### src/hdl/dsl_pkg.sv
package dsl_pkg;
  localparam logic [7:0] OP_SET_PASSWORD = 8'hF1;
  localparam logic [7:0] OP_UNLOCK = 8'hF2;
  localparam logic [7:0] OP_ERASE_PREPARE = 8'hF3;
  localparam logic [7:0] OP_ERASE_UNIT = 8'hF4;
  localparam logic [7:0] OP_FREEZE_LOCK = 8'hF5;
  localparam logic [7:0] OP_DISABLE_PASSWORD = 8'hF6;
  localparam logic [15:0] MASTER_REV_DEFAULT = 16'hFFFE;
  localparam logic [15:0] MASTER_REV_MIN = 16'h0001;
  localparam logic [15:0] MASTER_REV_MAX = 16'hFFFE;
  localparam int ATTEMPT_LIMIT = 5;
  localparam int UNLOCK_ATTEMPTS_EXHAUSTED_FLAG_BIT = 4;
  // identification word 128 field positions
  localparam int W128_SUPPORTED_BIT = 0;
  localparam int W128_ENABLED_BIT = 1;
  localparam int W128_LOCKED_BIT = 2;
  localparam int W128_FROZEN_BIT = 3;
  localparam int W128_LEVEL_BIT = 8;
  localparam int PW_WIDTH = 32;
  // apb register byte addresses
  localparam logic [11:0] ADDR_CMD = 12'h000;
  localparam logic [11:0] ADDR_PASSWORD = 12'h004;
  localparam logic [11:0] ADDR_STATUS = 12'h008;
  localparam logic [11:0] ADDR_WORD92 = 12'h00C;
  localparam logic [11:0] ADDR_WORD128 = 12'h010;
  localparam logic [11:0] ADDR_IRQ_STAT = 12'h014;
  localparam logic [11:0] ADDR_IRQ_MASK = 12'h018;
  localparam logic [11:0] ADDR_CONFIG = 12'h01C;
  localparam logic [11:0] ADDR_RESULT = 12'h020;
  // command register fields
  localparam int CMD_OP_LSB = 0;
  localparam int CMD_MASTER_BIT = 8;
  localparam int CMD_MAXLEVEL_BIT = 9;
  localparam int CMD_REV_LSB = 16;
  // status register fields
  localparam int ST_STATE_LSB = 0;
  localparam int ST_LOCKEN_BIT = 2;
  localparam int ST_MAXLVL_BIT = 3;
  localparam int ST_UNLOCK_ATTEMPTS_EXHAUSTED_FLAG_BIT = 4;
  localparam int ST_ERASE_PREP_BIT = 5;
  localparam int ST_MEDIA_OK_BIT = 6;
  localparam int ST_CNT_LSB = 8;
  // interrupt bits
  localparam int IRQ_DONE = 0;
  localparam int IRQ_ABORT = 1;
  localparam int IRQ_UNLOCK_ATTEMPTS_EXHAUSTED_FLAG = 2;
  localparam int IRQ_ERASE = 3;
  localparam int IRQ_W = 4;
  typedef enum logic [1:0] {
    ST_UNLOCKED,
    ST_LOCKED,
    ST_FROZEN
  } dsl_state_type;
endpackage : dsl_pkg

### src/hdl/dsl_lock_fsm.sv
`timescale 1ns/10ps
module dsl_lock_fsm (
  input wire logic CLK,
  input wire logic RSTN,
  input wire logic HARD_RESET,
  input wire logic TCG_ACTIVE,
  input wire logic MEDIA_REQ,
  output logic MEDIA_ALLOWED,
  output logic ERASE_PULSE,
  output logic IRQ,
  input wire logic PSEL,
  input wire logic PENABLE,
  input wire logic PWRITE,
  input wire logic [11:0] PADDR,
  input wire logic [31:0] PWDATA,
  output logic [31:0] PRDATA,
  output logic PREADY,
  output logic PSLVERR
);
  // =====================================================
  // pin synchronisers
  logic [1:0] pins_sync;
  dsl_sync #(.W(2)) u_sync (
    .CLK(CLK),
    .RSTN(RSTN),
    .D({HARD_RESET, TCG_ACTIVE}),
    .Q(pins_sync)
  );
  logic hard_rst_s;
  logic tcg_s;
  logic hard_rst_d_reg;
  logic hard_rst_rise;
  assign hard_rst_s = pins_sync[1];
  assign tcg_s = pins_sync[0];
  assign hard_rst_rise = hard_rst_s & ~hard_rst_d_reg;

  always_ff @(posedge CLK or negedge RSTN) begin
    if (!RSTN) begin
      hard_rst_d_reg <= 1'b0;
    end else begin
      hard_rst_d_reg <= hard_rst_s;
    end
  end

  // =====================================================
  // apb decode
  logic wr_en;
  logic rd_en;
  logic addr_ok;
  // zero wait states: every access completes in its first access cycle
  assign PREADY = 1'b1;
  assign wr_en = PSEL & PENABLE & PWRITE;
  assign rd_en = PSEL & PENABLE & ~PWRITE;
  always_comb begin
    case (PADDR)
      dsl_pkg::ADDR_CMD, dsl_pkg::ADDR_PASSWORD, dsl_pkg::ADDR_STATUS,
      dsl_pkg::ADDR_WORD92, dsl_pkg::ADDR_WORD128, dsl_pkg::ADDR_IRQ_STAT,
      dsl_pkg::ADDR_IRQ_MASK, dsl_pkg::ADDR_CONFIG, dsl_pkg::ADDR_RESULT:
        addr_ok = 1'b1;
      default:
        addr_ok = 1'b0;
    endcase
  end
  assign PSLVERR = PSEL & PENABLE & ~addr_ok;

  // =====================================================
  // command staging
  logic [dsl_pkg::PW_WIDTH-1:0] pw_in_reg;
  logic [dsl_pkg::PW_WIDTH-1:0] user_pw_reg;
  logic [dsl_pkg::PW_WIDTH-1:0] master_pw_reg;
  logic cmd_go;
  logic [7:0] cmd_op;
  logic cmd_master;
  logic cmd_maxlvl;
  logic [15:0] cmd_rev;
  assign cmd_go = wr_en && PADDR == dsl_pkg::ADDR_CMD;
  assign cmd_op = PWDATA[dsl_pkg::CMD_OP_LSB +: 8];
  assign cmd_master = PWDATA[dsl_pkg::CMD_MASTER_BIT];
  assign cmd_maxlvl = PWDATA[dsl_pkg::CMD_MAXLEVEL_BIT];
  assign cmd_rev = PWDATA[dsl_pkg::CMD_REV_LSB +: 16];

  always_ff @(posedge CLK or negedge RSTN) begin
    if (!RSTN) begin
      pw_in_reg <= '0;
    end else if (wr_en && PADDR == dsl_pkg::ADDR_PASSWORD) begin
      pw_in_reg <= PWDATA;
    end
  end

  // =====================================================
  // security state
  dsl_pkg::dsl_state_type state_reg;
  logic lock_en_reg;
  logic max_level_reg;
  logic erase_prep_reg;
  logic [15:0] master_rev_reg;
  logic [2:0] miss_cnt_reg;
  logic unlock_attempts_exhausted_flag;
  logic user_match;
  logic master_match;
  logic pw_match;
  logic is_sec_op;
  logic cmd_abort;
  logic cmd_ok;
  logic wrong_pw;
  logic pw_locked_out;
  logic frozen_block;
  logic locked_block;

  assign user_match = pw_in_reg == user_pw_reg;
  assign master_match = pw_in_reg == master_pw_reg;
  assign pw_match = cmd_master ? master_match : user_match;
  assign is_sec_op = cmd_op >= dsl_pkg::OP_SET_PASSWORD &&
                     cmd_op <= dsl_pkg::OP_DISABLE_PASSWORD;
  assign pw_locked_out = unlock_attempts_exhausted_flag &&
                         (cmd_op == dsl_pkg::OP_UNLOCK ||
                          cmd_op == dsl_pkg::OP_ERASE_UNIT);
  // frozen rejects every security command except freeze lock
  assign frozen_block = state_reg == dsl_pkg::ST_FROZEN &&
                        cmd_op != dsl_pkg::OP_FREEZE_LOCK;
  assign locked_block = state_reg == dsl_pkg::ST_LOCKED &&
                        (cmd_op == dsl_pkg::OP_SET_PASSWORD ||
                         cmd_op == dsl_pkg::OP_DISABLE_PASSWORD ||
                         cmd_op == dsl_pkg::OP_FREEZE_LOCK);
  // erase unit needs a prior erase prepare; only password checks count misses
  always_comb begin
    wrong_pw = 1'b0;
    case (cmd_op)
      dsl_pkg::OP_UNLOCK: begin
        // maximum level: master password cannot unlock directly
        wrong_pw = !pw_match || (cmd_master && max_level_reg);
      end
      dsl_pkg::OP_ERASE_UNIT: begin
        wrong_pw = !pw_match;
      end
      dsl_pkg::OP_DISABLE_PASSWORD: begin
        wrong_pw = !pw_match;
      end
      default: begin
        wrong_pw = 1'b0;
      end
    endcase
  end
  assign cmd_abort = cmd_go && is_sec_op &&
                     (tcg_s || pw_locked_out || frozen_block || locked_block ||
                      wrong_pw ||
                      (cmd_op == dsl_pkg::OP_ERASE_UNIT && !erase_prep_reg));
  assign cmd_ok = cmd_go && is_sec_op && !cmd_abort;
  logic miss_cnt_en;
  // a command refused for tcg, lockout, frozen or locked does not count a miss; nor does one refused only for a missing erase prepare
  assign miss_cnt_en = cmd_go && is_sec_op && wrong_pw && !tcg_s && !pw_locked_out &&
                       !frozen_block && !locked_block;

  dsl_pkg::dsl_state_type state_next;
  // a frozen drive stays frozen through hard reset; only power-on leaves it
  always_comb begin
    state_next = state_reg;
    if (hard_rst_rise && state_reg != dsl_pkg::ST_FROZEN) begin
      state_next = lock_en_reg ? dsl_pkg::ST_LOCKED : dsl_pkg::ST_UNLOCKED;
    end else if (!lock_en_reg && state_reg == dsl_pkg::ST_LOCKED) begin
      state_next = dsl_pkg::ST_UNLOCKED;
    end else if (cmd_ok) begin
      case (cmd_op)
        dsl_pkg::OP_UNLOCK, dsl_pkg::OP_ERASE_UNIT: begin
          if (state_reg == dsl_pkg::ST_LOCKED) begin
            state_next = dsl_pkg::ST_UNLOCKED;
          end
        end
        dsl_pkg::OP_FREEZE_LOCK: begin
          state_next = dsl_pkg::ST_FROZEN;
        end
        default: begin
          state_next = state_reg;
        end
      endcase
    end
  end

  always_ff @(posedge CLK or negedge RSTN) begin
    if (!RSTN) begin
      state_reg <= dsl_pkg::ST_UNLOCKED;
    end else begin
      state_reg <= state_next;
    end
  end

  // lock_en survives hard reset but not power-on; it enters at power-on as off
  always_ff @(posedge CLK or negedge RSTN) begin
    if (!RSTN) begin
      lock_en_reg <= 1'b0;
      max_level_reg <= 1'b0;
      user_pw_reg <= '0;
      master_pw_reg <= '0;
      master_rev_reg <= dsl_pkg::MASTER_REV_DEFAULT;
    end else if (cmd_ok) begin
      case (cmd_op)
        dsl_pkg::OP_SET_PASSWORD: begin
          if (cmd_master) begin
            master_pw_reg <= pw_in_reg;
            if (cmd_rev >= dsl_pkg::MASTER_REV_MIN && cmd_rev <= dsl_pkg::MASTER_REV_MAX) begin
              master_rev_reg <= cmd_rev;
            end
          end else begin
            user_pw_reg <= pw_in_reg;
            lock_en_reg <= 1'b1;
            max_level_reg <= cmd_maxlvl;
          end
        end
        dsl_pkg::OP_ERASE_UNIT, dsl_pkg::OP_DISABLE_PASSWORD: begin
          lock_en_reg <= 1'b0;
          user_pw_reg <= '0;
        end
        default: begin
          lock_en_reg <= lock_en_reg;
        end
      endcase
    end
  end

  always_ff @(posedge CLK or negedge RSTN) begin
    if (!RSTN) begin
      erase_prep_reg <= 1'b0;
    end else if (hard_rst_rise) begin
      erase_prep_reg <= 1'b0;
    end else if (cmd_go && is_sec_op) begin
      erase_prep_reg <= cmd_ok && cmd_op == dsl_pkg::OP_ERASE_PREPARE;
    end
  end

  // counter saturates; only resets clear it
  always_ff @(posedge CLK or negedge RSTN) begin
    if (!RSTN) begin
      miss_cnt_reg <= '0;
      unlock_attempts_exhausted_flag <= 1'b0;
    end else if (hard_rst_rise) begin
      miss_cnt_reg <= '0;
      unlock_attempts_exhausted_flag <= 1'b0;
    end else if (miss_cnt_en) begin
      // stop at all ones so later misses cannot wrap back to a low count
      if (miss_cnt_reg != '1) begin
        miss_cnt_reg <= miss_cnt_reg + 3'h1;
      end
      if (32'(miss_cnt_reg) + 1 >= dsl_pkg::ATTEMPT_LIMIT) begin
        unlock_attempts_exhausted_flag <= 1'b1;
      end
    end
  end

  // =====================================================
  // outputs
  // media gate is registered so a state change and a request never race
  logic last_abort_reg;
  always_ff @(posedge CLK or negedge RSTN) begin
    if (!RSTN) begin
      ERASE_PULSE <= 1'b0;
      MEDIA_ALLOWED <= 1'b0;
      last_abort_reg <= 1'b0;
    end else begin
      ERASE_PULSE <= cmd_ok && cmd_op == dsl_pkg::OP_ERASE_UNIT;
      MEDIA_ALLOWED <= MEDIA_REQ && state_reg != dsl_pkg::ST_LOCKED;
      if (cmd_go && is_sec_op) begin
        last_abort_reg <= cmd_abort;
      end
    end
  end

  // =====================================================
  // interrupts
  logic [dsl_pkg::IRQ_W-1:0] irq_stat_reg;
  logic [dsl_pkg::IRQ_W-1:0] irq_mask_reg;
  logic [dsl_pkg::IRQ_W-1:0] irq_evt;
  always_comb begin
    irq_evt = '0;
    irq_evt[dsl_pkg::IRQ_DONE] = cmd_ok;
    irq_evt[dsl_pkg::IRQ_ABORT] = cmd_abort;
    // same qualifier as the counter, so the event and the flag never disagree
    irq_evt[dsl_pkg::IRQ_UNLOCK_ATTEMPTS_EXHAUSTED_FLAG] = miss_cnt_en &&
                                   32'(miss_cnt_reg) + 1 == dsl_pkg::ATTEMPT_LIMIT;
    irq_evt[dsl_pkg::IRQ_ERASE] = cmd_ok && cmd_op == dsl_pkg::OP_ERASE_UNIT;
  end
  // set wins over a write-one clear in the same cycle
  always_ff @(posedge CLK or negedge RSTN) begin
    if (!RSTN) begin
      irq_stat_reg <= '0;
    end else begin
      irq_stat_reg <= (irq_stat_reg &
                       ~((wr_en && PADDR == dsl_pkg::ADDR_IRQ_STAT) ?
                         PWDATA[dsl_pkg::IRQ_W-1:0] : '0)) | irq_evt;
    end
  end
  always_ff @(posedge CLK or negedge RSTN) begin
    if (!RSTN) begin
      irq_mask_reg <= '0;
    end else if (wr_en && PADDR == dsl_pkg::ADDR_IRQ_MASK) begin
      irq_mask_reg <= PWDATA[dsl_pkg::IRQ_W-1:0];
    end
  end
  assign IRQ = |(irq_stat_reg & irq_mask_reg);

  // =====================================================
  // read mux
  logic [31:0] status_word;
  logic [31:0] word128;
  always_comb begin
    status_word = '0;
    status_word[dsl_pkg::ST_STATE_LSB +: 2] = state_reg;
    status_word[dsl_pkg::ST_LOCKEN_BIT] = lock_en_reg;
    status_word[dsl_pkg::ST_MAXLVL_BIT] = max_level_reg;
    status_word[dsl_pkg::ST_UNLOCK_ATTEMPTS_EXHAUSTED_FLAG_BIT] = unlock_attempts_exhausted_flag;
    status_word[dsl_pkg::ST_ERASE_PREP_BIT] = erase_prep_reg;
    status_word[dsl_pkg::ST_MEDIA_OK_BIT] = state_reg != dsl_pkg::ST_LOCKED;
    status_word[dsl_pkg::ST_CNT_LSB +: 3] = miss_cnt_reg;
    word128 = '0;
    word128[dsl_pkg::UNLOCK_ATTEMPTS_EXHAUSTED_FLAG_BIT] = unlock_attempts_exhausted_flag;
    word128[dsl_pkg::W128_SUPPORTED_BIT] = 1'b1;
    word128[dsl_pkg::W128_ENABLED_BIT] = lock_en_reg;
    word128[dsl_pkg::W128_LOCKED_BIT] = state_reg == dsl_pkg::ST_LOCKED;
    word128[dsl_pkg::W128_FROZEN_BIT] = state_reg == dsl_pkg::ST_FROZEN;
    word128[dsl_pkg::W128_LEVEL_BIT] = max_level_reg;
  end
  // read data is captured in setup so it stands through the access edge
  always_ff @(posedge CLK or negedge RSTN) begin
    if (!RSTN) begin
      PRDATA <= '0;
    end else if (PSEL && !PENABLE && !PWRITE) begin
      case (PADDR)
        dsl_pkg::ADDR_STATUS: PRDATA <= status_word;
        dsl_pkg::ADDR_WORD92: PRDATA <= {16'h0000, master_rev_reg};
        dsl_pkg::ADDR_WORD128: PRDATA <= word128;
        dsl_pkg::ADDR_IRQ_STAT: PRDATA <= {{(32 - dsl_pkg::IRQ_W){1'b0}}, irq_stat_reg};
        dsl_pkg::ADDR_IRQ_MASK: PRDATA <= {{(32 - dsl_pkg::IRQ_W){1'b0}}, irq_mask_reg};
        dsl_pkg::ADDR_RESULT: PRDATA <= {31'h00000000, last_abort_reg};
        default: PRDATA <= 32'h00000000;
      endcase
    end
  end
  logic unused_rd;
  assign unused_rd = rd_en;
endmodule : dsl_lock_fsm

### src/hdl/dsl_sync.sv
`timescale 1ns/10ps
module dsl_sync #(
  parameter int W = 1
) (
  input wire logic CLK,
  input wire logic RSTN,
  input wire logic [W-1:0] D,
  output logic [W-1:0] Q
);
  logic [W-1:0] meta_reg;

  always_ff @(posedge CLK or negedge RSTN) begin
    if (!RSTN) begin
      meta_reg <= '0;
      Q <= '0;
    end else begin
      meta_reg <= D;
      Q <= meta_reg;
    end
  end
endmodule : dsl_sync

### config.mk
export PLATFORM = sky130hd
export DESIGN_NAME = dsl_lock_fsm
export DESIGN_NICKNAME = d
export VERILOG_FILES = /design/src/hdl/dsl_pkg.sv /design/src/hdl/dsl_lock_fsm.sv /design/src/hdl/dsl_sync.sv
export SDC_FILE = /design/constraint.sdc
export NUM_CORES = 1
export LEC_CHECK = 0
export BUFFER_PORTS_ARGS = -buffer_cell sky130_fd_sc_hd__buf_2
export CORE_MARGIN = 2
export CORE_UTILIZATION = 46
export DETAILED_ROUTE_END_ITERATION = 12
export PLACE_DENSITY = 0.68
export SLEW_MARGIN = 20
export SYNTH_ARGS = -nofsm -noshare
export SYNTH_HDL_FRONTEND = slang
export SYNTH_HIERARCHICAL = 1
export SYNTH_SLANG_ARGS = --single-unit
### constraint.sdc
create_clock -name CLK -period 2.55 [get_ports CLK]
set_clock_uncertainty 0.15 [all_clocks]
set_input_delay 0.255 -clock CLK [delete_from_list [all_inputs] [get_ports CLK]]
set_output_delay 0.255 -clock CLK [all_outputs]
set_load 0.01 [all_outputs]
==> flow_metrics.env <==
export IMPL_outcome="completed"
export IMPL_cts_tree="built"
export IMPL_post_drt_wl_per_cell_um=18.1
export IMPL_cp_required_ns=2.71
export IMPL_grt_pass1_wl_mm=29.0
export IMPL_fin_cells=1007
export IMPL_area_delta_synth_final_pct=26.2
export IMPL_dpl_hpwl_mm=12.8
export IMPL_fin_crit_sh_pct=98.1
export IMPL_ios=89
export IMPL_final_nets=832
export IMPL_fmax_ghz=0.400
export IMPL_cts_root_buf="clkbuf_16"
export IMPL_async_flop_share_pct=100
export IMPL_worstHoldPathType="primary input to flip-flop"
export IMPL_synthTopCellsByArea="dfrtp_1 (47%), mux2_2 (12%), mux2i_1 (5.4%)"
export IMPL_cts_max_path_buffers=2
export IMPL_vias_per_cell=5.49
export IMPL_first_global_vias=5516
export IMPL_fin_crit_ns=2.50
export IMPL_design_area_um2=9370
export IMPL_htreeDepth=4
export IMPL_grt_max_degree=62
export IMPL_initial_utilization_pct=46.9
export IMPL_vdd_drop_max_mv=0.505
export IMPL_tightest_slew_ns=0.600
export IMPL_synth_top_area_cell="dfrtp_1"
export IMPL_drc=0
export IMPL_fin_util_pct=59.2
export IMPL_pre_cts_ws_ns=-0.236
export IMPL_yosysUniqueCellTypes=55
export IMPL_clk_latency_ns=0.42
export IMPL_multi_input_area_um2=3380
export IMPL_rows=46
export IMPL_ys_warn_count=6
export IMPL_cp_data_arrival_time_ns=2.66
export IMPL_seq_area_frac_synth_pct=51.8
export IMPL_die_width_um=131
export IMPL_maxCapViolCount=0
export IMPL_final_hold_viol_count=0
export IMPL_gr_total_overflow=0
export IMPL_cp_start_kind="flip-flop"
export IMPL_drive_gt1_share_pct=38.4
export IMPL_synth_ff_type="dfrtp_1"
export IMPL_syn_avg_cell_area_um2=12.1
export IMPL_synth_top_cell_area_share_pct=46.5
export IMPL_slew_headroom_pct=60.0
export IMPL_crit_fanout=17
export IMPL_fillers=1283
export IMPL_rsz0062_at_grt="true"
export IMPL_clk_pin_slew_ns=0.06
export IMPL_drtIter0Drc=385
export IMPL_port_buffer_count=71
export IMPL_postPlaceCellArea_um2=8510
export IMPL_synth_cell_area_um2=7420
export IMPL_synthCells=614
export IMPL_crit_type="flip-flop to flip-flop"
export IMPL_firstDrtPassIters=5
export IMPL_route_vias_total=5527
export IMPL_cts_sinks=153
export IMPL_grt_use_total_pct=22.1
export IMPL_core_um2=15800
export IMPL_timing_final_ws_setup_ns=0.0488
export IMPL_die_height_um=131
export IMPL_synth_edff_count=0
export IMPL_power_density_nw_per_um2=552
export IMPL_place_inst=950
export IMPL_synth_seq_cells=153
export IMPL_setup_viol=0
export IMPL_whs_ns=0.00839
export IMPL_slew_viol_final=0
export IMPL_end_kind="flip-flop"
export IMPL_leakage_nw=4.55
export IMPL_wirelength_mm=18.2
export IMPL_ff_latch_area_um2=3850
export IMPL_gp_congestion=0.869
export IMPL_ant_nets=0
export IMPL_antenna_found_initial=1
export IMPL_cts_made_buffers=17
export IMPL_dieArea_um2=17200
==> metal layers <==
layer	vias to the layer above	part of all wire (%)	track usage (%)
met3	33	4.1	4.03
met5	-	0	0
met1	2793	44	29.1
met4	0	1.7	7.20
li1	2540	-	-
met2	161	50	37.4
==> cell usage after synthesis, types with 5 or more instances <==
master and instances:
nor3_1 7, clkbuf_1 15, mux2_2 78, nor4_1 18, a21oi_1 6, xnor2_1 33
buf_4 18, nand3_1 8, nor3b_1 5, mux2i_1 40, nand2_1 54, dfrtp_1 138
dfstp_2 15, o21ai_0 22, mux2_4 10, inv_1 7, nor2_1 13, nand4_1 13
a22o_1 35, buf_2 10
==> final cells by class <==
class,instances,share of cell area [%]
Multi-Input combinational cell,420,36.1
Sequential cell,153,41.1
Timing Repair Buffer,178,13.6
Tap cell,216,2.89
Antenna cell,1,0.0267
Clock inverter,14,1.50
Clock buffer,18,4.58
Inverter,7,0.281
==> cells by family after synthesis <==
logic type | Yosys count | synth area share (%)
simple gates | 151 | 11.2
other cells | 2 | 0.101
compound gates | 87 | 8.84
fa+ha+maj | 3 | 0.506
buf+inv | 56 | 4.22
mux | 128 | 19.3
flops | 153 | 51.8
xor+xnor | 34 | 4.01
==> placed cells by master (no fill, tap or decap), drive strengths merged, types with 4 or more instances in the layout <==
| cell | count |
|---|---|
| xnor2 | 33 |
| nor4 | 19 |
| dlygate4sd3 | 23 |
| nand2b | 4 |
| inv | 13 |
| mux2 | 88 |
| clkbuf | 18 |
| nand2 | 54 |
| nand3 | 9 |
| a22o | 35 |
| o31ai | 5 |
| conb | 17 |
| nor3b | 5 |
| nor2 | 13 |
| a21oi | 7 |
| a222oi | 4 |
| mux2i | 40 |
| or3 | 4 |
| nand4 | 13 |
| nor3 | 7 |
| dfstp | 15 |
| a21o | 4 |
| clkinv | 5 |
| o21ai | 22 |
| buf | 155 |
| dfrtp | 138 |
==> timing repair <==
item,CTS,global route
setup buffers,0,1
setup endpoints to repair,0,39
resized for setup,0,8
endpoints found under the hold margin,90,0
hold buffers,23,0
==> where the power goes <==
group / switching (mW) / internal, mW
Combinational: 0.179 / 0.126
Sequential: 0.00295 / 2.43
Clock: 1.06 / 1.37
==> critical path, cell delays in order (launching register included) <==
cell and delay [ns]:
dfrtp_1 0.40, mux2i_1 0.18, xnor2_1 0.10, nor4_1 0.33
buf_4 0.19, nand4_1 0.14, o31ai_4 0.23, nand4_1 0.16
buf_4 0.23, a22o_1 0.26
==> per-stage QoR <==
stage | TNS, ns | total power [mW]
3_3_place_gp | -9.67 | 2.75
2_1_floorplan | -0.149 | 2.60
5_1_grt | -1.38 | 5.36
6_report | 0 | 5.17
4_1_cts | 0 | 5.21
3_5_place_dp | -11.48 | 2.75
==> final timing paths <==
kind / to / cells after the start / from / slack [ns]
worst max-delay path: user_pw_reg[8]$_DFFE_PN0P_ / 9 / user_pw_reg[19]$_DFFE_PN0P_ / 0.05
worst min-delay path: pw_in_reg[0]$_DFFE_PN0P_ / 2 / PWDATA[0] / 0.008
worst max register to register: user_pw_reg[8]$_DFFE_PN0P_ / 9 / user_pw_reg[19]$_DFFE_PN0P_ / 0.05
worst min register to register: u_sync/Q[1]$_DFF_PN0_ / 0 / u_sync/meta_reg[1]$_DFF_PN0_ / 0.20
max in group asynchronous: master_rev_reg[2]$_DFFE_PN1P_ / 3 / RSTN / 1.26
min in group asynchronous: MEDIA_ALLOWED$_DFF_PN0_ / 2 / RSTN / 0.23
Power figures use the tool's default switching activity.
